===== config.mk =====
export PLATFORM = sky130hd
export DESIGN_NAME = clk_req_unit
export DESIGN_NICKNAME = d
export VERILOG_FILES = /design/src/hw/clk_req_pkg.sv /design/src/hw/clk_req_unit.sv
export SDC_FILE = /design/constraint.sdc
export NUM_CORES = 1
export LEC_CHECK = 0
export BUFFER_PORTS_ARGS = -buffer_cell sky130_fd_sc_hd__buf_4
export CORE_MARGIN = 10
export CORE_UTILIZATION = 50
export DETAILED_ROUTE_END_ITERATION = 10
export HOLD_SLACK_MARGIN = 0.06
export PLACE_DENSITY = 0.66
export REMOVE_ABC_BUFFERS = 1
export SETUP_SLACK_MARGIN = 0.5
export SLEW_MARGIN = 5
export SYNTH_ARGS = -nofsm -noshare
export SYNTH_HDL_FRONTEND = slang
export SYNTH_SLANG_ARGS = --single-unit

===== constraint.sdc =====
create_clock -name pclk -period 15.8 [get_ports pclk]
set_clock_uncertainty 0.15 [all_clocks]
set_input_delay 2.37 -clock pclk [delete_from_list [all_inputs] [get_ports pclk]]
set_output_delay 2.37 -clock pclk [all_outputs]
set_load 0.01 [all_outputs]

===== src/hw/clk_req_pkg.sv =====
// Function
// - idle on-demand source stays stopped
// - requests pass through unit to source
// - run while requested, stop when unrequested
// - request needs peripheral, clock, generator enabled
// - clock reaches peripheral after bounded start
// - source stops within bounded delay
// - cleared request_gated_run keeps source running
// - standby requests only with keep_in_standby
// - any reset: 8 MHz RC on, divide by 8
// - power reset: generators 0 and 2 only
// - power reset: only watchdog clock, generator 2
// - user reset keeps locked clocks, watchdog clock if always-on
// - user reset keeps enabled real-time clock
// - 32k sources reset by power reset only
// - generator 0 feeds main_sync_clock
// - each pin is generator input or output
// - pin source code makes pin input
// - write protection, debugger exempt
// - disabled generator output gated off
package clk_req_pkg;
	// register byte offsets
	localparam logic [7:0] CTRL_OFS   = 8'h00;
	localparam logic [7:0] STATUS_OFS = 8'h04;
	localparam logic [7:0] GEN_OFS    = 8'h40;
	localparam logic [7:0] CLK_OFS    = 8'h80;
	localparam logic [7:0] SRC_OFS    = 8'hC0;
	// field positions
	localparam int CTRL_SWRST   = 0;
	localparam int GEN_EN_BIT   = 8;
	localparam int GEN_OE_BIT   = 9;
	localparam int GEN_OOV_BIT  = 10;
	localparam int GEN_KIS_BIT  = 11;
	localparam int CLK_EN_BIT   = 8;
	localparam int CLK_LOCK_BIT = 9;
	localparam int CLK_KIS_BIT  = 10;
	localparam int SRC_EN_BIT   = 0;
	localparam int SRC_OND_BIT  = 1;
	localparam int SRC_KIS_BIT  = 2;
	localparam int SRC_PRE_LSB  = 4;
	// writable bits of each word
	localparam logic [31:0] GEN_WMASK = 32'h0000_0F07;
	localparam logic [31:0] CLK_WMASK = 32'h0000_0707;
	localparam logic [31:0] SRC_WMASK = 32'h0000_0037;
	// source select codes
	localparam logic [2:0] SRC_XOSC    = 3'h0;
	localparam logic [2:0] SRC_PIN     = 3'h1;
	localparam logic [2:0] SRC_GEN1    = 3'h2;
	localparam logic [2:0] SRC_ULP32K  = 3'h3;
	localparam logic [2:0] SRC_OSC32K  = 3'h4;
	localparam logic [2:0] SRC_XOSC32K = 3'h5;
	localparam logic [2:0] SRC_RC8M    = 3'h6;
	localparam logic [2:0] SRC_FLL     = 3'h7;
	// generic clock slots
	localparam int WATCHDOG_ID = 3;
	localparam int RTC_CLK_ID  = 4;
	// values after reset
	localparam logic [31:0] GEN0_RST     = 32'h0000_0106;
	localparam logic [31:0] GEN2_RST     = 32'h0000_0103;
	localparam logic [31:0] WATCHDOG_RST = 32'h0000_0102;
	localparam logic [31:0] RC8M_RST     = 32'h0000_0033;
	localparam logic [31:0] ULP_RST      = 32'h0000_0001;
	localparam logic [31:0] SRC_RST      = 32'h0000_0002;
	localparam logic [31:0] ZERO_RST     = 32'h0000_0000;
	// cycle counts
	localparam logic [1:0] START_CYC = 2'h2;
	localparam logic [1:0] STOP_CYC  = 2'h2;
endpackage


===== src/hw/clk_req_unit.sv =====
`timescale 1ns/1ns
module clk_req_unit
#(
	parameter int NUM_GEN = 8,
	parameter int NUM_CLK = 8,
	parameter int NUM_SRC = 8
)
(
	// clock and power reset
	input  wire logic                pclk,
	input  wire logic                presetn,
	// apb slave
	input  wire logic                psel,
	input  wire logic                penable,
	input  wire logic                pwrite,
	input  wire logic [7:0]          paddr,
	input  wire logic [31:0]         pwdata,
	output logic      [31:0]         prdata,
	output logic                     pready,
	output logic                     pslverr,
	// system control
	input  wire logic                user_reset,
	input  wire logic                standby,
	input  wire logic                write_protect,
	input  wire logic                debug_access,
	input  wire logic                nvm_watchdog_always_on,
	// peripherals
	input  wire logic [NUM_CLK-1:0]  periph_en,
	input  wire logic [NUM_CLK-1:0]  periph_req,
	output logic      [NUM_CLK-1:0]  periph_clk_gate,
	// clock sources
	input  wire logic [NUM_SRC-1:0]  src_ready,
	output logic      [NUM_SRC-1:0]  src_run,
	output logic      [1:0]          rc8m_presc,
	// generators and pins
	input  wire logic [NUM_GEN-1:0]  gen_clk,
	input  wire logic [NUM_GEN-1:0]  gen_pin_in,
	output logic      [NUM_GEN-1:0]  gen_pin_out,
	output logic      [NUM_GEN-1:0]  gen_pin_oe,
	output logic      [NUM_GEN-1:0]  gen_ext_sel,
	output logic      [NUM_GEN-1:0]  gen_on,
	output logic      [2:0]          main_sync_clock_src,
	output logic                     main_sync_clock_en
);
	import clk_req_pkg::*;

	// configuration words
	logic [31:0]        gen_ff [NUM_GEN];
	logic [31:0]        clk_ff [NUM_CLK];
	logic [31:0]        src_ff [NUM_SRC];
	logic [1:0]         stop_cnt_ff [NUM_SRC];
	logic [1:0]         start_cnt_ff [NUM_CLK];
	logic               swrst_ff;
	logic [NUM_SRC-1:0] src_run_ff;
	logic [NUM_CLK-1:0] gate_ff;
	logic [NUM_GEN-1:0] pin_out_ff;
	logic [NUM_GEN-1:0] pin_oe_ff;
	logic [NUM_GEN-1:0] ext_sel_ff;
	logic [NUM_GEN-1:0] gen_on_ff;
	logic [2:0]         main_src_ff;
	logic               main_en_ff;
	logic [31:0]        prdata_ff;
	logic               pready_ff;
	logic               pslverr_ff;
	logic [31:0]        nxt_prdata;
	logic               nxt_pslverr;
	logic [NUM_CLK-1:0] clk_q;
	logic [NUM_GEN-1:0] gen_req;
	logic [NUM_SRC-1:0] src_req;
	logic [NUM_CLK-1:0] keep_clk;
	logic [NUM_GEN-1:0] keep_gen;
	logic               user_rst;
	logic               wr_ok;
	logic               setup;
	logic               access;

	// reset word of a generator
	function automatic logic [31:0] gen_init(input int g);
		if (g == 0)
			return GEN0_RST;
		else if (g == 2)
			return GEN2_RST;
		return ZERO_RST;
	endfunction

	// reset word of a generic clock
	function automatic logic [31:0] clk_init(input int c);
		if (c == WATCHDOG_ID)
			return WATCHDOG_RST;
		return ZERO_RST;
	endfunction

	// reset word of a clock source
	function automatic logic [31:0] src_init(input int s);
		if (s == int'(SRC_RC8M))
			return RC8M_RST;
		else if (s == int'(SRC_ULP32K))
			return ULP_RST;
		return SRC_RST;
	endfunction

	// 32 kHz sources survive user reset
	function automatic logic is_32k(input int s);
		return s == int'(SRC_ULP32K) || s == int'(SRC_OSC32K) ||
			s == int'(SRC_XOSC32K);
	endfunction

	// bus phases
	assign setup    = psel && !penable;
	assign access   = psel && penable && pready_ff;
	assign wr_ok    = !write_protect || debug_access;
	assign user_rst = user_reset || swrst_ff;

	// request qualification and routing to sources
	always_comb
	begin
		logic [2:0] g;
		logic [2:0] s;
		g = 3'h0;
		s = 3'h0;
		clk_q   = '0;
		gen_req = '0;
		src_req = '0;
		for (int c = 0; c < NUM_CLK; c++)
		begin
			g = clk_ff[c][2:0];
			clk_q[c] = periph_en[c] && periph_req[c] &&
				clk_ff[c][CLK_EN_BIT] && gen_ff[g][GEN_EN_BIT] &&
				(!standby || clk_ff[c][CLK_KIS_BIT]);
			gen_req[g] = gen_req[g] || clk_q[c];
		end
		// pin output and main clock also hold their source
		for (int i = 0; i < NUM_GEN; i++)
			if (gen_ff[i][GEN_OE_BIT] && (!standby || gen_ff[i][GEN_KIS_BIT]))
				gen_req[i] = 1'b1;
		gen_req[0] = 1'b1;
		// generators fed from generator 1 pull it along
		for (int i = 0; i < NUM_GEN; i++)
			if (gen_req[i] && gen_ff[i][GEN_EN_BIT] &&
				gen_ff[i][2:0] == SRC_GEN1)
				gen_req[1] = 1'b1;
		for (int i = 0; i < NUM_GEN; i++)
		begin
			s = gen_ff[i][2:0];
			if (gen_req[i] && gen_ff[i][GEN_EN_BIT])
				src_req[s] = 1'b1;
		end
		for (int j = 0; j < NUM_SRC; j++)
			if (standby && !src_ff[j][SRC_KIS_BIT])
				src_req[j] = 1'b0;
	end

	// which clocks and generators survive a user reset
	always_comb
	begin
		keep_gen = '0;
		for (int c = 0; c < NUM_CLK; c++)
		begin
			keep_clk[c] = clk_ff[c][CLK_LOCK_BIT] ||
				(c == WATCHDOG_ID && nvm_watchdog_always_on) ||
				(c == RTC_CLK_ID && clk_ff[c][CLK_EN_BIT]);
			if (keep_clk[c])
				keep_gen[clk_ff[c][2:0]] = 1'b1;
		end
	end

	// read mux and error decode
	always_comb
	begin
		nxt_prdata  = 32'h0000_0000;
		nxt_pslverr = 1'b0;
		case (paddr[7:5])
			3'h0:
				if (paddr == CTRL_OFS)
					nxt_prdata[CTRL_SWRST] = swrst_ff;
				else if (paddr == STATUS_OFS)
					nxt_prdata[NUM_SRC-1:0] = src_run_ff;
				else
					nxt_pslverr = 1'b1;
			3'h2: nxt_prdata = gen_ff[paddr[4:2]];
			3'h4: nxt_prdata = clk_ff[paddr[4:2]];
			3'h6: nxt_prdata = src_ff[paddr[4:2]];
			default: nxt_pslverr = 1'b1;
		endcase
		if (pwrite)
		begin
			nxt_prdata = 32'h0000_0000;
			if (!wr_ok || paddr == STATUS_OFS)
				nxt_pslverr = 1'b1;
		end
	end

	// apb answer: zero wait states, set up in the setup cycle
	always_ff @(posedge pclk or negedge presetn)
	begin
		if (!presetn)
		begin
			pready_ff  <= 1'b0;
			prdata_ff  <= 32'h0000_0000;
			pslverr_ff <= 1'b0;
		end
		else
		begin
			pready_ff  <= setup;
			prdata_ff  <= setup ? nxt_prdata : 32'h0000_0000;
			pslverr_ff <= setup && nxt_pslverr;
		end
	end

	// software reset strobe, cleared once acted on
	always_ff @(posedge pclk or negedge presetn)
	begin
		if (!presetn)
			swrst_ff <= 1'b0;
		else if (access && pwrite && !pslverr_ff && paddr == CTRL_OFS)
			swrst_ff <= pwdata[CTRL_SWRST];
		else
			swrst_ff <= 1'b0;
	end

	// generator control words
	always_ff @(posedge pclk or negedge presetn)
	begin
		if (!presetn)
			for (int i = 0; i < NUM_GEN; i++)
				gen_ff[i] <= gen_init(i);
		else if (user_rst)
		begin
			for (int i = 0; i < NUM_GEN; i++)
				if (!keep_gen[i])
					gen_ff[i] <= gen_init(i);
		end
		else if (access && pwrite && !pslverr_ff && paddr[7:5] == 3'h2)
			gen_ff[paddr[4:2]] <= pwdata & GEN_WMASK;
	end

	// generic clock control words; locked slots refuse writes
	always_ff @(posedge pclk or negedge presetn)
	begin
		if (!presetn)
			for (int c = 0; c < NUM_CLK; c++)
				clk_ff[c] <= clk_init(c);
		else if (user_rst)
		begin
			for (int c = 0; c < NUM_CLK; c++)
				if (!keep_clk[c])
					clk_ff[c] <= clk_init(c);
		end
		else if (access && pwrite && !pslverr_ff &&
			paddr[7:5] == 3'h4 && !clk_ff[paddr[4:2]][CLK_LOCK_BIT])
			clk_ff[paddr[4:2]] <= pwdata & CLK_WMASK;
	end

	// source control words
	always_ff @(posedge pclk or negedge presetn)
	begin
		if (!presetn)
			for (int j = 0; j < NUM_SRC; j++)
				src_ff[j] <= src_init(j);
		else if (user_rst)
		begin
			for (int j = 0; j < NUM_SRC; j++)
				if (!is_32k(j))
					src_ff[j] <= src_init(j);
		end
		else if (access && pwrite && !pslverr_ff && paddr[7:5] == 3'h6)
			src_ff[paddr[4:2]] <= pwdata & SRC_WMASK;
	end

	// source run control with stop hold-off
	always_ff @(posedge pclk or negedge presetn)
	begin
		if (!presetn)
		begin
			src_run_ff <= '0;
			for (int j = 0; j < NUM_SRC; j++)
				stop_cnt_ff[j] <= 2'h0;
		end
		else
			for (int j = 0; j < NUM_SRC; j++)
				if (!src_ff[j][SRC_EN_BIT])
				begin
					src_run_ff[j]  <= 1'b0;
					stop_cnt_ff[j] <= 2'h0;
				end
				else if (!src_ff[j][SRC_OND_BIT])
					src_run_ff[j] <= 1'b1;
				else if (src_req[j])
				begin
					src_run_ff[j]  <= 1'b1;
					stop_cnt_ff[j] <= STOP_CYC;
				end
				else if (stop_cnt_ff[j] != 2'h0)
					stop_cnt_ff[j] <= stop_cnt_ff[j] - 2'h1;
				else
					src_run_ff[j] <= 1'b0;
	end

	// peripheral clock gate opens after the source is ready
	always_ff @(posedge pclk or negedge presetn)
	begin
		if (!presetn)
		begin
			gate_ff <= '0;
			for (int c = 0; c < NUM_CLK; c++)
				start_cnt_ff[c] <= 2'h0;
		end
		else
			for (int c = 0; c < NUM_CLK; c++)
				if (!(clk_q[c] && src_run_ff[gen_ff[clk_ff[c][2:0]][2:0]] &&
					src_ready[gen_ff[clk_ff[c][2:0]][2:0]]))
				begin
					gate_ff[c]      <= 1'b0;
					start_cnt_ff[c] <= 2'h0;
				end
				else if (start_cnt_ff[c] == START_CYC)
					gate_ff[c] <= 1'b1;
				else
					start_cnt_ff[c] <= start_cnt_ff[c] + 2'h1;
	end

	// generator pins, gating and main clock selection
	always_ff @(posedge pclk or negedge presetn)
	begin
		if (!presetn)
		begin
			pin_out_ff  <= '0;
			pin_oe_ff   <= '0;
			ext_sel_ff  <= '0;
			gen_on_ff   <= '0;
			main_src_ff <= 3'h0;
			main_en_ff  <= 1'b0;
		end
		else
		begin
			for (int i = 0; i < NUM_GEN; i++)
			begin
				ext_sel_ff[i] <= gen_ff[i][2:0] == SRC_PIN;
				gen_on_ff[i]  <= gen_ff[i][GEN_EN_BIT];
				pin_oe_ff[i]  <= gen_ff[i][GEN_EN_BIT] &&
					gen_ff[i][GEN_OE_BIT] && gen_ff[i][2:0] != SRC_PIN;
				if (gen_ff[i][GEN_EN_BIT] && gen_ff[i][GEN_OE_BIT] &&
					(!standby || gen_ff[i][GEN_KIS_BIT]))
					pin_out_ff[i] <= gen_clk[i];
				else
					pin_out_ff[i] <= gen_ff[i][GEN_OOV_BIT];
			end
			main_src_ff <= gen_ff[0][2:0];
			main_en_ff  <= gen_ff[0][GEN_EN_BIT];
		end
	end

	// outputs straight from flip-flops
	assign prdata              = prdata_ff;
	assign pready              = pready_ff;
	assign pslverr             = pslverr_ff;
	assign periph_clk_gate     = gate_ff;
	assign src_run             = src_run_ff;
	assign rc8m_presc          = src_ff[SRC_RC8M][SRC_PRE_LSB+:2];
	assign gen_pin_out         = pin_out_ff;
	assign gen_pin_oe          = pin_oe_ff;
	assign gen_ext_sel         = ext_sel_ff;
	assign gen_on              = gen_on_ff;
	assign main_sync_clock_src = main_src_ff;
	assign main_sync_clock_en  = main_en_ff;
endmodule // clk_req_unit


# After elaboration in Yosys (flattened, before gate mapping)
# Memories as Yosys holds them, arrays and structs flattened.
# Cells that the tools add are included.
totals:
  reg_bits: 887
  rom_bits: 8
  inputBits: 90
  out_inout_bits: 88
  memories: 1
mem_list:
  columns: ["name", "words", "width", "rd", "rd_ports_with_merged_regs", "write_ports", "line_no", "rtl"]
  rows:
  - ["(name not given)", 8, 1, 1, 0, 0, "clk_req_unit.sv:130", "gen_req[g] = gen_req[g] || clk_q[c];"]
classes:
  add_sub_neg: 16
  order_cmp: 50
  eq_ne: 92
  muxes: 314
  bitwise_logic: 25
  n_reduce_logical: 213
op_table:
  columns: ["operator", "n"]
  rows:
  - ["$mux W256", 5]
  - ["$bmux W32 S3", 11]
  - ["$mux W32", 25]
  - ["$bwmux W256", 3]
  - ["$mux W9", 19]
  - ["$mux W8", 17]
  - ["$mux W1", 132]
  - ["$logic_and A1 B1 Y1", 131]
  - ["$or A8 B8 Y8", 14]
  - ["$demux W32 S3", 1]
  - ["$lt A3 B4 Y1 const B", 24]
  - ["$mux W2", 48]
  - ["$mux W96", 1]
  - ["$pmux W24 S3", 1]
  - ["$bmux W1 S3", 23]
  - ["$mux W64", 1]
  - ["$bwmux W8", 7]
  - ["$reduce_and A2 Y1", 25]
  - ["$demux W1 S3", 16]
  - ["$ge A3 B1 Y1 const B", 16]
  - ["$ne A2 B2 Y1 const B", 24]
  - ["$ne A3 B1 Y1 const B", 16]
  - ["$ge A4 B4 Y1 const B", 9]
  - ["$not A3 Y4", 9]
  - ["other kinds (22)", 132]

# Depth between registers and ports, before layout
# Gate-level depths: netlist of the first run.
logic_depth:
  ltp_word: 65
  depth_mapped: 22
  ltp_nobuf: 19

# Worst setup path after synthesis of the first run
# OpenSTA, ideal clock, no wires.
synth_timing:
  kind: "input port to flip-flop"
  startpoint: "in standby"
  endpoint: "reg stop_cnt_ff[4] (netlist name)"
  setup_ns: 0.126
  arrival_time_ns: 6.711
  slack_ns: 8.813
  cell_stages: 19
  path_buffers: 0
  cell_sequence: "nor2b_4 nor3_2 nand4_1 a311oi_1 o211ai_1 a41o_1 or2_1 a221o_1 a211oi_4 a211oi_1 o32ai_2 a31oi_4 a211oi_2 o21ai_1 a21oi_2 a311oi_1 and4_1 and4_1 a311o_1"
synth_via:
  elab_chain_cells: 62
synth_rtl:
  columns: ["item", "line_no", "rtl"]
  rows:
  - ["from (decl)", "clk_req_unit.sv:23", "input wire logic standby,"]
  - ["$logic_not A1 Y1", "clk_req_unit.sv:129, clk_req_unit.sv:134", null]
  - ["$logic_or A1 B1 Y1", "clk_req_unit.sv:129", "(!standby || clk_ff[c][CLK_KIS_BIT]);"]
  - ["$logic_and A1 B1 Y1", "clk_req_unit.sv:128", "clk_ff[c][CLK_EN_BIT] && gen_ff[g][GEN_EN_BIT] &&"]
  - ["$logic_or A1 B1 Y1", "clk_req_unit.sv:130", null]
  - ["$and A8 B8 Y8 (no source line)", null, null]
  - ["$bmux W1 S3", "clk_req_unit.sv:130", null]
  - ["$mux W1 (not written as such)", "clk_req_unit.sv:130", null]
  - ["$logic_or A1 B1 Y1", "clk_req_unit.sv:130", null]
  - ["[46 not listed]", null, null]
  - ["$or A8 B8 Y8 (no source line)", null, null]
  - ["$mux W8", "clk_req_unit.sv:145", "if (gen_req[i] && gen_ff[i][GEN_EN_BIT])"]
  - ["$or A8 B8 Y8 (no source line)", null, null]
  - ["$mux W8", "clk_req_unit.sv:145", null]
  - ["$mux W1 (*)", "clk_req_unit.sv:149", "if (standby && !src_ff[j][SRC_KIS_BIT])"]
  - ["$mux W2", "clk_req_unit.sv:288", "else if (src_req[j])"]
  - ["$mux W2", "clk_req_unit.sv:286", "else if (!src_ff[j][SRC_OND_BIT])"]
  - ["$mux W2", "clk_req_unit.sv:281", "if (!src_ff[j][SRC_EN_BIT])"]
  - ["to (signal, indexed assignment)", "clk_req_unit.sv:294", "stop_cnt_ff[j] <= stop_cnt_ff[j] - 2'h1;"]
  - ["to (decl)", "clk_req_unit.sv:51", "logic [1:0] stop_cnt_ff [NUM_SRC];"]
# Mark *: on every way between the ends. The rest lies on a longest branch, timed or not. The select of a mux whose other input is x is not followed.
# A chain may end at the register's enable or synchronous reset.

# Final worst setup path of the first run
# Same ends and word-level chain as after synthesis.

==> impl_metrics.env, run 1 <==
export IMPL_p_leak_uw=0.00836
export IMPL_fmax_mhz=123
export IMPL_place_ws_ns=7.44
export IMPL_num_rows=69
export IMPL_clk_path_buf_depth=3
export IMPL_chipWidth_um=209
export IMPL_yosysSeqAreaShare_pct=34.2
export IMPL_crit_family="compound AO/OA/AOI/OAI gates"
export IMPL_hold_worst_slack_ns=0.339
export IMPL_ys_warn_count=0
export IMPL_path_cells="buf_4, inv_1, buf_4, o2111ai_1, nor2_1, o21ai_0, a41o_1, or2_1, a221o_1, a211oi_4, a221oi_1, a221oi_2, nand4_1, o21ai_0, o21ai_1, a21oi_2, a311oi_1, and4_1, and4_1, a311o_1"
export IMPL_syn_avg_cell_area_um2=8.56
export IMPL_power_density_nw_per_um2=83.0
export IMPL_grt_max_degree=106
export IMPL_die_area_um2=43700
export IMPL_drc=0
export IMPL_grt_use_total_pct=35.6
export IMPL_cp_start_kind="input port"
export IMPL_slowest_delay_ns=0.58
export IMPL_post_cts_setup_buffers=0
export IMPL_synth_area_um2=17900
export IMPL_path_depth=20
export IMPL_finalSetupTns_ns=0
export IMPL_cts_max_level=1
export IMPL_final_fill_count=3254
export IMPL_critical_path_required_ns=16.10
export IMPL_wl_um=81200
export IMPL_ys_types=113
export IMPL_place_gp_congestion=1.05
export IMPL_hold_viol_final=0
export IMPL_fin_crit_sh_pct=51.3
export IMPL_fin_util_pct=56.3
export IMPL_regArea_um2=6100
export IMPL_cts_sinks=243
export IMPL_clk_pin_slew_ns=0.06
export IMPL_netlist_area_leader_share_pct=31.4
export IMPL_clockRootBuffer="clkbuf_16"
export IMPL_drive_above_1_share_pct=18.5
export IMPL_r2r_start="clk_ff[160]$_DFFE_PN0P_"
export IMPL_synth_top_cell_by_area="dfrtp_1"
export IMPL_synth_main_ff_cell="dfrtp_1"
export IMPL_cp_slowest_cell="nor2_1"
export IMPL_synth_async_reset_ratio_pct=100
export IMPL_viasPerCell=7.26
export IMPL_synth_commonest_cells="dfrtp_1, nand2_1, nor2_1"
export IMPL_pin_count=178
export IMPL_numCtsBuffers=27
export IMPL_cts_tree="done"
export IMPL_multi_input_area_um2=10700
export IMPL_first_pass_iters=7
export IMPL_outcome="finished clean"
export IMPL_report_final_setup_viol=0
export IMPL_hold_class="reg2reg"
export IMPL_worstMarginPinSlew_ns=1.18
export IMPL_diodes=0
export IMPL_min_period_ns=8.11
export IMPL_worst_path_buf_inv=3
export IMPL_grt_pass1_vias=18300
export IMPL_dp_hpwl_um=59000
export IMPL_fp_dieH_um=209
export IMPL_drv_slew=0
export IMPL_antenna_found_initial=2
export IMPL_ys_ff_latch=243
export IMPL_routedWlPerCell_um=31.1
export IMPL_vdd_drop_max_v=0.0000975
export IMPL_synth_edf_count=0
export IMPL_min_from="periph_clk_gate[3]$_DFFE_PN0P_"
export IMPL_core_area_um2=35400
export IMPL_ff2ff_path_depth=19
export IMPL_hold_depth=2
export IMPL_grt_setup_unrepaired="no"
export IMPL_netlist_top_cells_area="dfrtp_1, mux4_2, nand2_1"
export IMPL_dp_cells=2558
export IMPL_nNetsFinal=2232
export IMPL_arrival_ns=8.41
export IMPL_timing_final_ws_setup_ns=7.69
export IMPL_gr_total_overflow=0
export IMPL_drtIter0Drc=2675
export IMPL_start_util_pct=50.5
export IMPL_netlist_instances=2086
export IMPL_insertion_delay_ns=0.57
export IMPL_startpoint="standby"
export IMPL_grt_pass1_wl_um=119000
export IMPL_synth_most_common_cell="dfrtp_1"
export IMPL_cts_resized=0
export IMPL_hold_buffers=0
export IMPL_crit_type="in2reg"
export IMPL_area_delta_synth_final_pct=11.5
export IMPL_cp_end_kind="register"
export IMPL_ant_nets=0
export IMPL_route_vias_total=18900
export IMPL_relSlewSlack_pct=21.0
export IMPL_fin_cells=2608
export IMPL_drv_cap=0
export IMPL_port_buffers=146
export IMPL_path_max_fanout=15
routing by layer:
metal | share of wire, % | up-vias | GRT usage (%) | wire (µm)
met3 | 14 | 322 | 12.9 | 11700
met5 | 0.021 | - | 0.459 | 17
li1 | - | 7874 | - | -
met1 | 39 | 9224 | 47.0 | 31300
met4 | 5.4 | 2 | 15.8 | 4400
met2 | 42 | 1519 | 51.1 | 33700
through the flow:
| stage | instance area [µm²] | power [µW] |
|---|---|---|
| floorplan | 17000 | 858 |
| global placement | 19000 | 1010 |
| detailed placement | 19000 | 1010 |
| CTS | 19900 | 1640 |
| global route | 19900 | 1700 |
| finish | 19900 | 1650 |
power breakdown:
group          switching (µW)  internal [µW]
Sequential               45.2            643
Combinational             213            115
Clock                     263            374
Total                     522           1130
worst register-to-register path: stages (launching register included):
cell      delay [ns]
dfrtp_1         0.72
nor3b_1         1.04
nand2_1         0.19
a22oi_1         0.25
o21ai_2         0.14
o211a_1         0.21
and2_1          0.19
a21boi_0        0.42
a21o_1          0.41
o21ai_2         0.22
a32oi_2         0.36
o221ai_2        0.19
a211oi_4        0.45
nand4_1         0.23
a22oi_2         0.36
nor2b_1         0.15
a311o_1         0.39
a311oi_1        0.38
a31oi_1         0.21
o221a_1         0.24
final timing paths:
check,slack [ns],endpoint
min,0.34,periph_clk_gate[3]$_DFFE_PN0P_
max reg2reg,8.77,stop_cnt_ff[1]$_DFFE_PN0P_
min in group asynchronous,1.73,prdata[30]$_DFF_PN0_
max in group asynchronous,11.43,src_run[4]$_DFFE_PN0P_
min reg2reg,0.34,periph_clk_gate[3]$_DFFE_PN0P_
max,7.69,stop_cnt_ff[4]$_DFFE_PN0P_
registers in the layout (all words and copies together) (netlist names):
register             cells
src_ff                  38
clk_ff                  48
rc8m_presc               2
gen_on                   8
pready                   1
gen_ff                  56
periph_clk_gate          8
prdata                  13
gen_pin_out              8
gen_pin_oe               8
stop_cnt_ff             16
pslverr                  1
start_cnt_ff            16
main_sync_clock_src      3
src_run                  8
swrst_ff                 1
gen_ext_sel              8
kinds of logic after synthesis:
family	synth area share, %
other cells	0.0210
compound gates	25.0
flops	34.2
fa+ha+maj	1.12
xor+xnor	1.23
buf+inv	6.09
simple gates	22.4
mux	9.99
final cells by class:
cell class | count | area share, %
Clock inverter | 6 | 0.477
Tap cell | 461 | 2.90
Inverter | 72 | 1.36
Clock buffer | 44 | 3.96
Multi-Input combinational cell | 1595 | 53.6
Timing Repair Buffer | 187 | 7.08
Sequential cell | 243 | 30.6
cells in the final DEF (no fill, tap or decap), drive strengths merged, types with 21 or more instances in the layout:
master / Yosys / layout
mux2i: 41 / 41
nor3: 43 / 43
a31oi: 33 / 33
nand2: 221 / 221
a22oi: 40 / 40
o211ai: 39 / 39
buf: 58 / 187
o22ai: 66 / 66
nor2: 210 / 210
a221oi: 24 / 24
o21ai: 144 / 144
mux4: 42 / 42
dfrtp: 224 / 224
mux2: 38 / 38
clkbuf: 118 / 44
a21oi: 90 / 90
and3: 24 / 24
nand3: 124 / 124
a22o: 21 / 21
inv: 72 / 73
and2: 22 / 22
Power figures use the tool's default switching activity.
==> run 2: changes to the inputs <==
==> constraint.sdc (replaced) <==
create_clock -name pclk -period 8 [get_ports pclk]
set_clock_uncertainty 0.15 [all_clocks]
set_input_delay 1.2 -clock pclk [delete_from_list [all_inputs] [get_ports pclk]]
set_output_delay 1.2 -clock pclk [all_outputs]
set_load 0.01 [all_outputs]
==> impl_metrics.env, run 2 (same netlist as run 1, synthesis figures left out) <==
export IMPL_top_register="gen_ff"
export IMPL_p_leak_uw=0.00843
export IMPL_worstMarginPinSlew_ns=1.18
export IMPL_fp_dieH_um=209
export IMPL_comb_power_share_pct=19.2
export IMPL_cts_resized=0
export IMPL_report_final_setup_viol=0
export IMPL_cts_sinks=243
export IMPL_fmax_mhz=143
export IMPL_path_cells="inv_2, nor2_1, a311oi_1, a221oi_2, o211ai_1, o211ai_1, o221ai_1, a21o_1, o21ai_2, a32oi_2, a221oi_2, nand4_1, o21ai_0, nor2_4, o21ai_1, nand4b_1, and4_1, and4_1, a311o_1"
export IMPL_grt_pass1_vias=18500
export IMPL_arrival_ns=7.29
export IMPL_nNetsFinal=2238
export IMPL_hold_buffers=0
export IMPL_worst_path_buf_inv=1
export IMPL_ant_nets=0
export IMPL_clockRootBuffer="clkbuf_16"
export IMPL_r2r_start="clk_ff[225]$_DFFE_PN0P_"
export IMPL_route_vias_total=18900
export IMPL_gr_total_overflow=0
export IMPL_antenna_found_initial=2
export IMPL_grt_max_degree=134
export IMPL_timing_final_ws_setup_ns=1.01
export IMPL_outcome="finished clean"
export IMPL_path_max_fanout=20
export IMPL_intPower_uw=2310
export IMPL_startpoint="clk_ff[225]$_DFFE_PN0P_"
export IMPL_clk_path_buf_depth=3
export IMPL_hold_class="reg2reg"
export IMPL_grt_use_total_pct=35.8
export IMPL_diodes=0
export IMPL_chipWidth_um=209
export IMPL_grt_pass1_wl_um=120000
export IMPL_vdd_drop_max_v=0.000193
export IMPL_min_period_ns=6.99
export IMPL_crit_type="reg2reg"
export IMPL_cp_slowest_cell="dfrtp_1"
export IMPL_insertion_delay_ns=0.57
export IMPL_pin_count=178
export IMPL_power_density_nw_per_um2=167
export IMPL_switchingPower_uw=1030
export IMPL_cp_start_kind="register"
export IMPL_port_buffers=146
export IMPL_layout_common_cells="dfrtp_1, nand2_1, nor2_1, buf_4, o21ai_0"
export IMPL_p_clk_share_pct=40.1
export IMPL_routedWlPerCell_um=31.1
export IMPL_critical_path_required_ns=8.30
export IMPL_drv_slew=0
export IMPL_post_cts_setup_buffers=0
export IMPL_hold_viol_final=0
export IMPL_swShare_pct=30.9
export IMPL_finalSetupTns_ns=0
export IMPL_crit_family="compound AO/OA/AOI/OAI gates"
export IMPL_first_pass_iters=7
export IMPL_drc=0
export IMPL_wl_um=81300
export IMPL_grt_setup_unrepaired="no"
export IMPL_largestRegisters="gen_ff (56), clk_ff (48), src_ff (38)"
export IMPL_viasPerCell=7.24
export IMPL_numCtsBuffers=26
export IMPL_drv_cap=0
export IMPL_clk_pin_slew_ns=0.07
export IMPL_largest_reg_flops=56
export IMPL_drive_above_1_share_pct=19.1
export IMPL_relSlewSlack_pct=21.1
export IMPL_cts_tree="done"
export IMPL_drtIter0Drc=2764
export IMPL_start_util_pct=50.5
export IMPL_fin_crit_sh_pct=87.4
export IMPL_place_gp_congestion=1.03
export IMPL_num_rows=69
export IMPL_cts_max_level=1
export IMPL_cp_end_kind="register"
export IMPL_die_area_um2=43700
export IMPL_core_area_um2=35400
export IMPL_area_delta_synth_final_pct=12.2
export IMPL_min_from="periph_clk_gate[0]$_DFFE_PN0P_"
export IMPL_layout_commonest_cell="dfrtp_1"
export IMPL_place_ws_ns=0.935
export IMPL_seqPwrFrac_pct=40.7
export IMPL_slowest_delay_ns=0.95
export IMPL_dp_hpwl_um=59300
-- run 2: final cells by class --
class / instances / area [µm²]
clock buffer: 39 / 790
sequential: 243 / 6100
multi-input combinational: 1595 / 10700
inverter: 72 / 270
tap: 461 / 577
fill: 3226 / 15400
timing repair buffer: 194 / 1460
clock inverter: 9 / 163
-- run 2: layer usage --
layer,track usage [%],vias up,wire length [µm],share of wire (%)
met5,0,-,32,0.039
li1,-,7891,-,-
met3,12.8,319,11700,14
met4,18.0,4,4560,5.6
met1,47.6,9120,31900,39
met2,50.4,1590,33200,41
-- run 2: stage by stage --
step / instance area [µm²] / power (µW) / hold slack (ns) / util (%) / std cells
after floorplan: 17000 / 1690 / 0.288 / - / 1910
after global placement: 19100 / 1980 / 0.320 / 53.9 / 2565
after detailed placement: 19100 / 1990 / 0.333 / 53.9 / 2565
after CTS: 20000 / 3330 / 0.346 / 56.6 / 2613
after global routing: 20000 / 3440 / 0.371 / 56.6 / 2613
final: 20000 / 3340 / 0.344 / 56.6 / 2613
-- run 2: path summary, 6_finish.rpt --
check	endpoint	slack, ns	cells past startpoint
min reg2reg	periph_clk_gate[0]$_DFFE_PN0P_	0.34	2
max reg2reg	stop_cnt_ff[4]$_DFFE_PN0P_	1.01	19
max in group asynchronous	start_cnt_ff[6]$_DFFE_PN0P_	5.71	2
max	stop_cnt_ff[4]$_DFFE_PN0P_	1.01	19
min in group asynchronous	clk_ff[168]$_DFFE_PN0P_	0.58	1
min	periph_clk_gate[0]$_DFFE_PN0P_	0.34	2
-- run 2: power by group through the flow --
stage	registers, µW	logic, µW	clock network (µW)
after floorplan	1350	344	0
after global placement	1370	608	0
after detailed placement	1380	619	0
after CTS	1350	623	1350
after global routing	1360	686	1400
final	1360	641	1340
-- run 2: tightest hold or removal path, stage by stage (launching register included) --
cell	delay, ns
dfrtp_1	0.34
nor2_1	0.05
nor2_1	0.07
